==> src/shared/ectu_pkg.sv <==
// constants, field layout and carrier types of the encoder counter unit
package ectu_pkg;
	// clock and measuring-rate timing
	localparam int CLK_HZ = 25_000_000;
	localparam logic [25:0] CLK_HZ_W = 26'h17d_7840;
	localparam int RATE_STEP_HZ = 100;
	localparam logic [8:0] RATE_MIN_STEPS = 9'h001;
	localparam int RATE_MAX_STD = 65;
	localparam int RATE_MAX_FAST = 300;
	localparam logic [8:0] RATE_RST = 9'h00a;
	localparam int ENC_NUM = 3;
	// register byte offsets
	localparam logic [7:0] OFS_CTRL = 8'h00;
	localparam logic [7:0] OFS_RATE = 8'h04;
	localparam logic [7:0] OFS_TRCNT = 8'h08;
	localparam logic [7:0] OFS_TRLO = 8'h0c;
	localparam logic [7:0] OFS_TRHI = 8'h10;
	localparam logic [7:0] OFS_TRSTEP = 8'h14;
	localparam logic [7:0] OFS_CMD = 8'h18;
	localparam logic [7:0] OFS_STATUS = 8'h1c;
	localparam logic [7:0] OFS_ENC_BASE = 8'h20;
	localparam logic [7:0] OFS_ENC_END = 8'h50;
	localparam logic [7:0] OFS_SEQ = 8'h50;
	localparam logic [3:0] ENC_CFG = 4'h0;
	localparam logic [3:0] ENC_MAX = 4'h4;
	localparam logic [3:0] ENC_PRESET = 4'h8;
	localparam logic [3:0] ENC_COUNT = 4'hc;
	// field positions
	localparam int CTRL_SRC_BIT = 3;
	localparam int CTRL_POL_BIT = 4;
	localparam int CTRL_INF_BIT = 5;
	localparam int CTRL_ESEL_BIT = 6;
	localparam int CMD_SW_BIT = 0;
	localparam int CMD_CLRSEQ_BIT = 1;
	localparam int CMD_LOAD_LSB = 2;
	localparam int CMD_REARM_LSB = 5;
	// reset values
	localparam logic [6:0] CTRL_RST = 7'h00;
	localparam logic [31:0] TRCNT_RST = 32'h0000_0001;
	localparam logic [31:0] MAX_RST = 32'hffff_ffff;
	localparam logic [31:0] PRESET_RST = 32'h0000_0000;
	// modes
	typedef enum logic [2:0] {TM_OFF, TM_LEVEL, TM_EDGE, TM_SW, TM_ENC}
		ectu_trig_mode_t;
	typedef enum logic [1:0] {IP_X1, IP_X2, IP_X4} ectu_interp_t;
	typedef enum logic [1:0] {RM_NONE, RM_FIRST, RM_EVERY} ectu_ref_t;
	// per-encoder configuration
	typedef struct packed {
		ectu_interp_t interp;
		ectu_ref_t ref_mode;
		logic [31:0] max;
		logic [31:0] preset;
	} ectu_enc_cfg_t;
	// one output record
	typedef struct packed {
		logic [31:0] seq;
		logic [ENC_NUM-1:0][31:0] enc;
	} ectu_rec_t;
endpackage

==> src/core/ectu_top.sv <==
// encoder counters, trigger gating and measurement cycle with apb registers
//
// The implementer's own choices: the address map and the APB interface to the registers.
`timescale 1ns/10ps
module ectu_top #(
	parameter logic [8:0] RATE_MAX = 9'(ectu_pkg::RATE_MAX_STD) // rate ceiling
) (
	input wire logic CLK, // unit clock, 25 MHz
	input wire logic NRST, // async reset, low
	input wire logic PSEL, // apb select
	input wire logic PENABLE, // apb access phase
	input wire logic PWRITE, // apb direction
	input wire logic [7:0] PADDR, // apb byte address
	input wire logic [31:0] PWDATA, // apb write data
	output logic [31:0] PRDATA, // apb read data
	output logic PREADY, // apb ready
	output logic PSLVERR, // apb error
	input wire logic [2:0] ENC_A, // encoder track a pins
	input wire logic [2:0] ENC_B, // encoder track b pins
	input wire logic [2:0] ENC_Z, // encoder reference pins
	input wire logic SYNC_TRIG, // sync/trigger pin
	input wire logic EXTERNAL_TRIGGER_INPUT, // second trigger pin
	input wire logic EXPO_START, // exposure start pulse
	input wire logic [23:0] EXPO_HALF, // half exposure length, cycles
	output logic CYCLE_PULSE, // measurement cycle strobe
	output logic OUT_VALID, // record valid pulse
	output ectu_pkg::ectu_rec_t OUT_REC // recorded value stamp
);
	localparam int N = ectu_pkg::ENC_NUM;
	logic [6:0] ctrl_reg;
	logic [8:0] rate_reg;
	logic [31:0] trcnt_reg, trlo_reg, trhi_reg, trstep_reg;
	ectu_pkg::ectu_enc_cfg_t cfg_reg [N];
	logic [N-1:0][31:0] count;
	logic [N-1:0][31:0] snap_reg;
	logic [N-1:0] ref_seen;
	logic [3*N+1:0] pins_s;
	logic wr, wr_ctrl, sw_cmd, clr_seq;
	logic [N-1:0] load_cmd, rearm_cmd;
	logic [7:0] enc_off;
	logic enc_hit;
	logic [1:0] enc_idx;
	logic [25:0] acc_reg, acc_sum;
	logic cyc;
	logic trig_pin, lvl_act, lvl_prev_reg, edge_evt, evt;
	logic pend_reg, run_reg, rec_now, enc_fire;
	logic [31:0] rem_reg, tgt_reg, ecnt, seq_reg;
	logic [23:0] expo_cnt_reg, half_reg;
	logic expo_run_reg, mid_hit;
	logic [31:0] rd_data;
	logic rd_err;
	ectu_pkg::ectu_trig_mode_t mode;

	// clamp a rate setting into the legal step range
	function automatic logic [8:0] clamp_rate(input logic [31:0] v);
		if (v < 32'(ectu_pkg::RATE_MIN_STEPS))
			return ectu_pkg::RATE_MIN_STEPS;
		if (v > 32'(RATE_MAX))
			return RATE_MAX;
		return v[8:0];
	endfunction

	// pins through two flops before any use
	ectu_sync #(.W(3 * N + 2)) u_sync (
		.clk(CLK),
		.nrst(NRST),
		.d({ENC_Z, ENC_B, ENC_A, EXTERNAL_TRIGGER_INPUT, SYNC_TRIG}),
		.q(pins_s)
	);

	// three independent counters
	for (genvar i = 0; i < N; i++)
	begin : g_enc
		ectu_quad_counter u_cnt (
			.clk(CLK),
			.nrst(NRST),
			.a(pins_s[2 + i]),
			.b(pins_s[2 + N + i]),
			.z(pins_s[2 + 2 * N + i]),
			.load(load_cmd[i]),
			.rearm(rearm_cmd[i]),
			.cfg(cfg_reg[i]),
			.count(count[i]),
			.ref_seen(ref_seen[i])
		);
	end

	// apb decode and command pulses
	always_comb
	begin
		wr = PSEL & PENABLE & PWRITE;
		wr_ctrl = wr && PADDR == ectu_pkg::OFS_CTRL;
		enc_hit = PADDR >= ectu_pkg::OFS_ENC_BASE
			&& PADDR < ectu_pkg::OFS_ENC_END;
		enc_off = PADDR - ectu_pkg::OFS_ENC_BASE;
		enc_idx = enc_off[5:4];
		sw_cmd = wr && PADDR == ectu_pkg::OFS_CMD
			&& PWDATA[ectu_pkg::CMD_SW_BIT];
		clr_seq = wr && PADDR == ectu_pkg::OFS_CMD
			&& PWDATA[ectu_pkg::CMD_CLRSEQ_BIT];
		load_cmd = (wr && PADDR == ectu_pkg::OFS_CMD)
			? PWDATA[ectu_pkg::CMD_LOAD_LSB +: N] : '0;
		rearm_cmd = (wr && PADDR == ectu_pkg::OFS_CMD)
			? PWDATA[ectu_pkg::CMD_REARM_LSB +: N] : '0;
	end

	// trigger and rate configuration registers
	always_ff @(posedge CLK or negedge NRST)
	begin
		if (!NRST)
		begin
			ctrl_reg <= ectu_pkg::CTRL_RST;
			rate_reg <= ectu_pkg::RATE_RST;
			trcnt_reg <= ectu_pkg::TRCNT_RST;
			trlo_reg <= '0;
			trhi_reg <= '0;
			trstep_reg <= '0;
		end
		else if (wr)
		begin
			unique case (PADDR)
				ectu_pkg::OFS_CTRL: ctrl_reg <= PWDATA[6:0];
				ectu_pkg::OFS_RATE: rate_reg <= clamp_rate(PWDATA);
				ectu_pkg::OFS_TRCNT: trcnt_reg <= PWDATA;
				ectu_pkg::OFS_TRLO: trlo_reg <= PWDATA;
				ectu_pkg::OFS_TRHI: trhi_reg <= PWDATA;
				ectu_pkg::OFS_TRSTEP: trstep_reg <= PWDATA;
				default: ;
			endcase
		end
	end

	// encoder configuration registers
	always_ff @(posedge CLK or negedge NRST)
	begin
		if (!NRST)
		begin
			for (int i = 0; i < N; i++)
			begin
				cfg_reg[i] <= {ectu_pkg::IP_X1, ectu_pkg::RM_NONE,
					ectu_pkg::MAX_RST, ectu_pkg::PRESET_RST};
			end
		end
		else if (wr && enc_hit)
		begin
			unique case (enc_off[3:0])
				ectu_pkg::ENC_CFG:
				begin
					cfg_reg[enc_idx].interp <= ectu_pkg::ectu_interp_t'(PWDATA[1:0]);
					cfg_reg[enc_idx].ref_mode <= ectu_pkg::ectu_ref_t'(PWDATA[3:2]);
				end
				ectu_pkg::ENC_MAX: cfg_reg[enc_idx].max <= PWDATA;
				ectu_pkg::ENC_PRESET: cfg_reg[enc_idx].preset <= PWDATA;
				default: ;
			endcase
		end
	end

	// read mux and error for unmapped or misaligned words
	always_comb
	begin
		rd_data = '0;
		rd_err = PADDR[1:0] != 2'b00;
		if (enc_hit)
		begin
			unique case (enc_off[3:0])
				ectu_pkg::ENC_CFG: rd_data = {28'h000_0000,
					cfg_reg[enc_idx].ref_mode, cfg_reg[enc_idx].interp};
				ectu_pkg::ENC_MAX: rd_data = cfg_reg[enc_idx].max;
				ectu_pkg::ENC_PRESET: rd_data = cfg_reg[enc_idx].preset;
				ectu_pkg::ENC_COUNT: rd_data = count[enc_idx];
				default: rd_err = 1'b1;
			endcase
		end
		else
		begin
			unique case (PADDR)
				ectu_pkg::OFS_CTRL: rd_data = {25'h000_0000, ctrl_reg};
				ectu_pkg::OFS_RATE: rd_data = {23'h00_0000, rate_reg};
				ectu_pkg::OFS_TRCNT: rd_data = trcnt_reg;
				ectu_pkg::OFS_TRLO: rd_data = trlo_reg;
				ectu_pkg::OFS_TRHI: rd_data = trhi_reg;
				ectu_pkg::OFS_TRSTEP: rd_data = trstep_reg;
				ectu_pkg::OFS_CMD: rd_data = '0;
				ectu_pkg::OFS_STATUS: rd_data = {27'h000_0000, pend_reg,
					run_reg | (rem_reg != '0), ref_seen};
				ectu_pkg::OFS_SEQ: rd_data = seq_reg;
				default: rd_err = 1'b1;
			endcase
		end
	end

	// read data and error captured in the setup cycle
	always_ff @(posedge CLK or negedge NRST)
	begin
		if (!NRST)
		begin
			PRDATA <= '0;
			PSLVERR <= 1'b0;
		end
		else if (PSEL && !PENABLE)
		begin
			PRDATA <= PWRITE ? '0 : rd_data;
			PSLVERR <= rd_err;
		end
	end
	assign PREADY = 1'b1;

	// measurement cycle from a phase accumulator, one for all channels
	assign acc_sum = acc_reg + 26'(rate_reg) * 26'(ectu_pkg::RATE_STEP_HZ);
	assign cyc = acc_sum >= ectu_pkg::CLK_HZ_W;
	always_ff @(posedge CLK or negedge NRST)
	begin
		if (!NRST)
			acc_reg <= '0;
		else
			acc_reg <= cyc ? acc_sum - ectu_pkg::CLK_HZ_W : acc_sum;
	end
	assign CYCLE_PULSE = cyc;

	// exposure midpoint capture of all counters
	assign mid_hit = expo_run_reg && expo_cnt_reg == half_reg;
	always_ff @(posedge CLK or negedge NRST)
	begin
		if (!NRST)
		begin
			expo_run_reg <= 1'b0;
			expo_cnt_reg <= '0;
			half_reg <= '0;
			snap_reg <= '0;
		end
		else
		begin
			if (EXPO_START)
			begin
				expo_run_reg <= 1'b1;
				expo_cnt_reg <= '0;
				half_reg <= EXPO_HALF;
			end
			else if (mid_hit)
				expo_run_reg <= 1'b0;
			else if (expo_run_reg)
				expo_cnt_reg <= expo_cnt_reg + 1'b1;
			if (mid_hit)
				snap_reg <= count;
		end
	end

	// trigger source, level and edge detection
	always_comb
	begin
		mode = ectu_pkg::ectu_trig_mode_t'(ctrl_reg[2:0]);
		trig_pin = ctrl_reg[ectu_pkg::CTRL_SRC_BIT] ? pins_s[1] : pins_s[0];
		lvl_act = ctrl_reg[ectu_pkg::CTRL_POL_BIT] ? trig_pin : ~trig_pin;
		edge_evt = lvl_act & ~lvl_prev_reg;
		ecnt = ctrl_reg[ectu_pkg::CTRL_ESEL_BIT] ? count[1] : count[0];
		enc_fire = mode == ectu_pkg::TM_ENC && ecnt == tgt_reg
			&& tgt_reg <= trhi_reg;
		unique case (mode)
			ectu_pkg::TM_EDGE: evt = edge_evt;
			ectu_pkg::TM_SW: evt = sw_cmd;
			ectu_pkg::TM_ENC: evt = enc_fire;
			default: evt = 1'b0;
		endcase
	end

	// decide at the cycle boundary whether this cycle is recorded
	always_comb
	begin
		unique case (mode)
			ectu_pkg::TM_OFF: rec_now = 1'b1;
			ectu_pkg::TM_LEVEL: rec_now = lvl_act;
			ectu_pkg::TM_EDGE, ectu_pkg::TM_SW: rec_now = run_reg
				|| rem_reg != '0 || (pend_reg && (trcnt_reg != '0
				|| ctrl_reg[ectu_pkg::CTRL_INF_BIT]));
			ectu_pkg::TM_ENC: rec_now = pend_reg;
			default: rec_now = 1'b0;
		endcase
	end

	// pending trigger, run state and encoder target
	always_ff @(posedge CLK or negedge NRST)
	begin
		if (!NRST)
		begin
			lvl_prev_reg <= 1'b0;
			pend_reg <= 1'b0;
			run_reg <= 1'b0;
			rem_reg <= '0;
			tgt_reg <= '0;
		end
		else
		begin
			lvl_prev_reg <= lvl_act;
			if (evt)
				pend_reg <= 1'b1;
			else if (cyc || wr_ctrl)
				pend_reg <= 1'b0;
			if (wr_ctrl)
			begin
				run_reg <= 1'b0;
				rem_reg <= '0;
			end
			else if (cyc && pend_reg && ctrl_reg[ectu_pkg::CTRL_INF_BIT])
				run_reg <= 1'b1;
			else if (cyc && pend_reg && trcnt_reg != '0)
				rem_reg <= trcnt_reg - 1'b1;
			else if (cyc && rem_reg != '0)
				rem_reg <= rem_reg - 1'b1;
			if (wr_ctrl)
				tgt_reg <= trlo_reg;
			else if (enc_fire && trstep_reg != '0)
				tgt_reg <= tgt_reg + trstep_reg;
		end
	end

	// record output and sequence counter
	always_ff @(posedge CLK or negedge NRST)
	begin
		if (!NRST)
		begin
			OUT_VALID <= 1'b0;
			OUT_REC <= '0;
			seq_reg <= '0;
		end
		else
		begin
			OUT_VALID <= cyc & rec_now;
			if (cyc && rec_now)
			begin
				OUT_REC.seq <= seq_reg;
				OUT_REC.enc <= snap_reg;
			end
			if (clr_seq)
				seq_reg <= {31'h0000_0000, cyc & rec_now};
			else if (cyc && rec_now)
				seq_reg <= seq_reg + 1'b1;
		end
	end
endmodule

==> src/core/ectu_sync.sv <==
// two-flop synchroniser for a group of pin inputs
`timescale 1ns/10ps
module ectu_sync #(
	parameter int W = 1
) (
	input wire logic clk, // unit clock
	input wire logic nrst, // async reset, low
	input wire logic [W-1:0] d, // asynchronous inputs
	output logic [W-1:0] q // synchronised outputs
);
	logic [W-1:0] meta_reg;
	// two stages, first read only by second
	always_ff @(posedge clk or negedge nrst)
	begin
		if (!nrst)
		begin
			meta_reg <= '0;
			q <= '0;
		end
		else
		begin
			meta_reg <= d;
			q <= meta_reg;
		end
	end
endmodule

==> src/core/ectu_quad_counter.sv <==
// quadrature counter with interpolation, wrap, preset and reference
`timescale 1ns/10ps
module ectu_quad_counter (
	input wire logic clk, // unit clock
	input wire logic nrst, // async reset, low
	input wire logic a, // track a, synchronised
	input wire logic b, // track b, synchronised
	input wire logic z, // reference track, synchronised
	input wire logic load, // preset-load command pulse
	input wire logic rearm, // reset-reference command pulse
	input ectu_pkg::ectu_enc_cfg_t cfg, // configuration
	output logic [31:0] count, // counter value
	output logic ref_seen // reference mark recorded
);
	logic a_reg, b_reg, z_reg, init_reg, ref_reg;
	logic [31:0] count_reg, count_next;
	logic step, up, mark, do_load;

	// edge qualification and direction
	always_comb
	begin
		up = (a ^ a_reg) ? (a != b) : (a == b);
		unique case (cfg.interp)
			ectu_pkg::IP_X1: step = (a ^ a_reg) & a;
			ectu_pkg::IP_X2: step = a ^ a_reg;
			ectu_pkg::IP_X4: step = (a ^ a_reg) | (b ^ b_reg);
			default: step = 1'b0;
		endcase
		mark = z & ~z_reg;
		do_load = init_reg | load
			| (mark & (cfg.ref_mode == ectu_pkg::RM_EVERY))
			| (mark & (cfg.ref_mode == ectu_pkg::RM_FIRST) & ~ref_reg);
	end

	// next count: preset first, then wrapping count
	always_comb
	begin
		count_next = count_reg;
		if (do_load)
			count_next = cfg.preset;
		else if (step && up)
			count_next = (count_reg >= cfg.max) ? '0 : count_reg + 1'b1;
		else if (step)
			count_next = (count_reg == '0) ? cfg.max : count_reg - 1'b1;
	end

	// input history, counter and power-on load
	always_ff @(posedge clk or negedge nrst)
	begin
		if (!nrst)
		begin
			a_reg <= 1'b0;
			b_reg <= 1'b0;
			z_reg <= 1'b0;
			init_reg <= 1'b1;
			count_reg <= '0;
		end
		else
		begin
			a_reg <= a;
			b_reg <= b;
			z_reg <= z;
			init_reg <= 1'b0;
			count_reg <= count_next;
		end
	end

	// mark record, detection wins over re-arm
	always_ff @(posedge clk or negedge nrst)
	begin
		if (!nrst)
			ref_reg <= 1'b0;
		else if (mark && cfg.ref_mode != ectu_pkg::RM_NONE)
			ref_reg <= 1'b1;
		else if (rearm)
			ref_reg <= 1'b0;
	end

	assign count = count_reg;
	assign ref_seen = ref_reg;
endmodule

==> config.mk <==
export PLATFORM = sky130hd
export DESIGN_NAME = ectu_top
export DESIGN_NICKNAME = d
export VERILOG_FILES = /design/src/shared/ectu_pkg.sv /design/src/core/ectu_top.sv /design/src/core/ectu_sync.sv /design/src/core/ectu_quad_counter.sv
export SDC_FILE = /design/constraint.sdc
export NUM_CORES = 2
export LEC_CHECK = 0
export BUFFER_PORTS_ARGS = -buffer_cell sky130_fd_sc_hd__buf_2
export CAP_MARGIN = 15
export CORE_ASPECT_RATIO = 0.8
export CORE_MARGIN = 3
export CORE_UTILIZATION = 55
export CTS_BUF_LIST = sky130_fd_sc_hd__clkbuf_8
export CTS_CLUSTER_DIAMETER = 80
export DETAILED_ROUTE_END_ITERATION = 16
export GPL_ROUTABILITY_DRIVEN = 0
export PLACE_DENSITY_LB_ADDON = 0.25
export SLEW_MARGIN = 20
export SYNTH_ARGS = -nofsm -noshare
export SYNTH_HDL_FRONTEND = slang
export SYNTH_SLANG_ARGS = --single-unit
==> constraint.sdc <==
create_clock -name CLK -period 10.1 [get_ports CLK]
set_input_delay 0.505 -clock CLK [delete_from_list [all_inputs] [get_ports CLK]]
set_output_delay 0.505 -clock CLK [all_outputs]
set_load 0.02 [all_outputs]
Word-level counts from Yosys, hierarchy flattened
Index checks and enable logic that the tools add are counted.
W data, S select, Z words.

storage, ports and cells
  word-level logic and storage cells = 326
  bits of input ports = 81
  register bits after elaboration = 911

operators by class
  reductions and logical operators = 71
  eq/ne operators = 37
  multipliers = 1
  mux-type cells = 88
  add/sub/neg operators = 14
  bitwise gates (word level) = 47
  magnitude comparators = 12

operators with widths
  kind                     count
  $mux W32                 28
  $bwmux W204              4
  $pmux W204 S3            1
  $demux W68 S2            4
  $pmux W32 S8             1
  $mux W68                 3
  $sub A32 B1 Y32 const B  5
  $bmux W68 S2             1
  $add A32 B1 Y32 const B  4
  $pmux W32 S4             1
  $ge A32 B32 Y1           3
  $logic_not A32 Y1        3
  $reduce_bool A32 Y1      3
  $mux W24                 3
  $mux W66                 1
  $bmux W32 S2             1
  $mux W64                 1
  $mux W9                  4
  $add A32 B32 Y32         1
  $eq A32 B32 Y1           1
  $eq A8 B5 Y1 const B     4
  $gt A32 B7 Y1 const B    1
  $le A32 B32 Y1           1
  $lt A32 B1 Y1 const B    1
  other kinds (48)         190

Longest topological paths before layout
  depth after elaboration = 9
  mapped depth = 40
  depth with buffers taken out = 38

Hierarchy
From an unflattened synthesis, not the netlist that was laid out.

second synthesis, totals
  cell total of the unflattened synthesis = 5759
  area, all modules = 54522.3 sq um

by module, submodules not included
  module             area an instance (sq um)  cells an instance  sequential area each (sq um)  instances
  ectu_top           40744.1                   3964               19592.5                       1
  ectu_quad_counter  4409.2                    591                927.1                         3
  ectu_sync          550.5                     22                 550.5                         1

Worst setup path before layout
OpenSTA, ideal clock, no wires.

  kind = register to register
  from = register rate_reg[3]
  to = register rem_reg[30]
  data arrival time = 8.024 ns
  buffers on the path = 2
  path slack = 1.944 ns
  cell stages (with the launch flop) = 38
  path through = dfstp_2 ha_1 ha_1 fa_1 ha_1 a21oi_1 o21bai_1 a21oi_1 o21bai_1 a21oi_1 o21bai_1 a21oi_1 xnor2_1 ha_1 and3_1 nand4_1 and2_1 nor3b_1 (+2 left out) nand4_2 a21boi_2 buf_2 buf_2 mux2i_1 ha_1 nor3b_1 nand2b_1 nor4_1 nand3_1 or4_1 inv_1 nand2_1 or3_1 nor3_1 o21ai_0 nand3_1 o211ai_1

on the way
  word-level cells in the longest chain between the ends = 8
  elaborated cells on any way between the ends = 13
  classes of those cells = add/sub: 1; mul: 1; order compare: 1; eq/ne: 1; mux: 3; reduce/logical: 6

RTL lines
  what                      line                              source
  start: declaration        ectu_top.sv:31                    logic [8:0] rate_reg;
  start signal: assignment  ectu_top.sv:113                   rate_reg <= ectu_pkg::RATE_RST;
  start signal: assignment  ectu_top.sv:123                   ectu_pkg::OFS_RATE: rate_reg <= clamp_rate(PWDATA);
  $mul A9 B5 Y14 *          ectu_top.sv:210                   assign acc_sum = acc_reg + 26'(rate_reg) * 26'(ectu_pkg::RATE_STEP_HZ);
  $add A26 B16 Y26 *        ectu_top.sv:210
  $ge A26 B25 Y1 *          ectu_top.sv:211                   assign cyc = acc_sum >= ectu_pkg::CLK_HZ_W;
  $logic_and A1 B1 Y1       ectu_top.sv:304, ectu_top.sv:306
  $logic_and A1 B1 Y1       ectu_top.sv:306                   else if (cyc && pend_reg && trcnt_reg != '0)
  $mux W32                  ectu_top.sv:306
  $mux W32                  ectu_top.sv:304                   else if (cyc && pend_reg && ctrl_reg[ectu_pkg::CTRL_INF_BIT])
  $mux W32                  ectu_top.sv:299                   if (wr_ctrl)
  end signal: assignment    ectu_top.sv:307                   rem_reg <= trcnt_reg - 1'b1;
  end signal: assignment    ectu_top.sv:309                   rem_reg <= rem_reg - 1'b1;
  end: declaration          ectu_top.sv:47                    logic [31:0] rem_reg, tgt_reg, ecnt, seq_reg;

Mark *: on every way between the ends. The rest lies on a longest branch, timed or not. The select of a mux whose other input is x is not followed.
A chain may end at the register's enable or synchronous reset.

Worst setup path after layout
Same ends and word-level chain as after synthesis.

==> out/metrics.cfg <==
[global_route]
grt_busiest_layer=met1
gr-total-overflow=0
use_met1=0.510
grt_util_met2=0.481
antenna_found_initial=7
grt_pass1_wl_um=282000
grtUsageMet3=0.163
grt_max_degree=170
grt_usage=0.367
grt_pass1_vias=44500

[finish]
final_common_cell=nand2_1
final_nets=6140
instances_no_fill=7248
syn_to_final_growth_pct=10.6
layout_common_cells=nand2_1 (917), dfrtp_1 (808), o21ai_0 (462)
layout-drive-gt1-share=0.195

[die]
start_util=0.559
io_pins=245
core-area_um2=95500
die_w_um=354
die_h_um=285
rows=101
die_area_um2=101000

[timing]
rsz0062_at_grt=false
finalWorstSetupSlack_ns=0.738
fmax_mhz=107
slew_viol_final=0
worst_clock_skew_ns=0.0920
worstMarginPinSlew_ns=1.18
max_slew_margin=0.210
fin_crit_ns=9.36
hold_viol_final=0
period_share=0.927
fin_setup_tns_ns=0
setup_viol=0

[power_and_ir_drop]
p_clk_frac=0.370
ir_drop_uv=122
p_int_mw=6.40
power_switching_mw=3.15
finalPower_mw=9.56
power.leakage_nw=27.8
p_per_area_nw_per_um2=162
pwr-share-seq=0.425
p_comb_frac=0.205
p_sw_frac=0.330

[critical_path]
r2r_slack_ns=0.74
crit_fanout=12
required_ns=10.82
start_kind=flip-flop
crit_family=simple AND/OR/NAND/NOR gates
cp-end-kind=flip-flop
critPathMaxStageDelay_ns=0.58
worstSetupPathType=flip-flop to flip-flop
r2r_cells=35
critPathSlowestCell=dfstp_2
path_buf_inv=1
rr_endpoint=rem_reg[30]
cp.arrival_ns=10.08
timing.rr.start=rate_reg[3]

[route]
dr.pass1.iters=11
drt-initial-drc-count=6617
wirelength_um=189000
drtAntennaViolNets=0
vias_per_cell=6.52
routedWlPerCell_um=26.1
drc=0
via_count=47200

[cts]
cts_tree=built
cts.sinks=909
cts_max_path_buffers=3
clkTransAtPathRegs_ns=0.06
ctsResizeCount=0
clock_latency_ns=0.90
cts_buffers=152
ctsHtreeMaxLevel=4
cts_root_buf=clkbuf_8

[min_path]
hold_path_depth=3
hold_start=PWDATA[10]
hold_path_class=primary input to flip-flop

[logic_synthesis]
async_flop_share=1.00
yosysSeqAreaShare=0.429
ys_types=95
ys_seq_elements=909
synth_edf_count=0
syn-instance-count=5716
syn-cell-area_um2=53400
syn_avg_cell_area_um2=9.33
synth-main-ff-cell=dfrtp_1
yosysWarningCount=0
synth.net_count=6025

[flow_run]
maxCapViolCount=0

[run_status]
outcome=finished clean

[place]
placed_cells=6925
pre_cts_ws_ns=0.959
io_buffers=243
hpwlAfterDp_um=135000

-- what timing repair did --
| action | in CTS | in global routing |
|---|---|---|
| hold buffers | 38 | 0 |
| hold endpoints to repair | 119 | 0 |
| buffers inserted | 0 | 0 |
-- power by group through the flow --
stage | clock network, mW | registers (mW) | logic (mW)
6_report | 3.54 | 4.06 | 1.96
3_5_place_dp | 0 | 4.10 | 1.89
2_1_floorplan | 0 | 3.94 | 1.41
3_3_place_gp | 0 | 4.10 | 1.84
5_1_grt | 3.74 | 4.06 | 2.14
4_1_cts | 3.57 | 4.04 | 1.91
-- worst register-to-register path, delay by kind of cell (launching register included) --
kind	cells	cell delay, ns
AND/OR/NAND/NOR	12	3.26
AO/OA/AOI/OAI	14	2.84
adder cells (fa/ha/maj)	6	2.02
flip-flops	1	0.58
multiplexers	1	0.30
XOR/XNOR	1	0.14
buffers and inverters	1	0.11
-- per-layer routing --
metal / vias up / share of wire
met4: 2 / 0.055
met1: 23000 / 0.40
met5: - / 0.00026
met3: 580 / 0.16
li1: 20600 / -
met2: 3120 / 0.39
-- layout make-up --
class                   count  area, µm²
multi-input cells        4211      28200
repair buffers            361       2290
well taps                1287       1610
flip-flops and latches    909      22900
fillers                  8033      36500
inverters                 196        738
clock inverters            88        669
clock buffers             191       2630
diodes                      5       12.5
-- logic make-up after synthesis --
logic type | after synthesis | share of synthesized area
mux | 527 | 0.109
buf+inv | 596 | 0.0448
xor+xnor | 321 | 0.0527
simple gates | 1857 | 0.157
fa+ha+maj | 228 | 0.0543
compound gates | 1276 | 0.153
flops | 909 | 0.429
other cells | 2 | 0.000141
-- cell usage after synthesis, drive strengths merged, types with 78 or more instances --
library cell / count / share of area
inv: 196 / 0.014
nor2: 338 / 0.024
o21ai: 467 / 0.044
clkbuf: 323 / 0.023
mux2i: 82 / 0.015
nor3: 113 / 0.011
dfrtp: 809 / 0.38
dfstp: 100 / 0.049
mux2: 445 / 0.094
a21oi: 207 / 0.019
xnor2: 199 / 0.033
a21o: 78 / 0.011
ha: 222 / 0.052
nand3: 129 / 0.012
nand2: 918 / 0.065
a22oi: 123 / 0.017
xor2: 122 / 0.020
nor4: 78 / 0.010
-- stage by stage --
stage               instance area (µm²)  hold slack (ns)   util
finish                            59000           0.0701  0.618
global route                      59000           0.0678  0.618
CTS                               59000           0.0200  0.618
detailed placement                55300            0.336  0.579
global placement                  55300            0.335  0.579
floorplan                         53400            0.209      -
-- how the worst max path moves through the flow --
stage / start / to / depth (start not counted)
after global routing: rate_reg[1] / rem_reg[30] / 36
after detailed placement: rate_reg[1] / rem_reg[30] / 36
after CTS: rate_reg[1] / rem_reg[30] / 36
after floorplan: rate_reg[3] / rem_reg[30] / 37
final: rate_reg[3] / rem_reg[30] / 35
after global placement: rate_reg[3] / rem_reg[30] / 36
No activity file was read; power rests on OpenSTA's default activity.
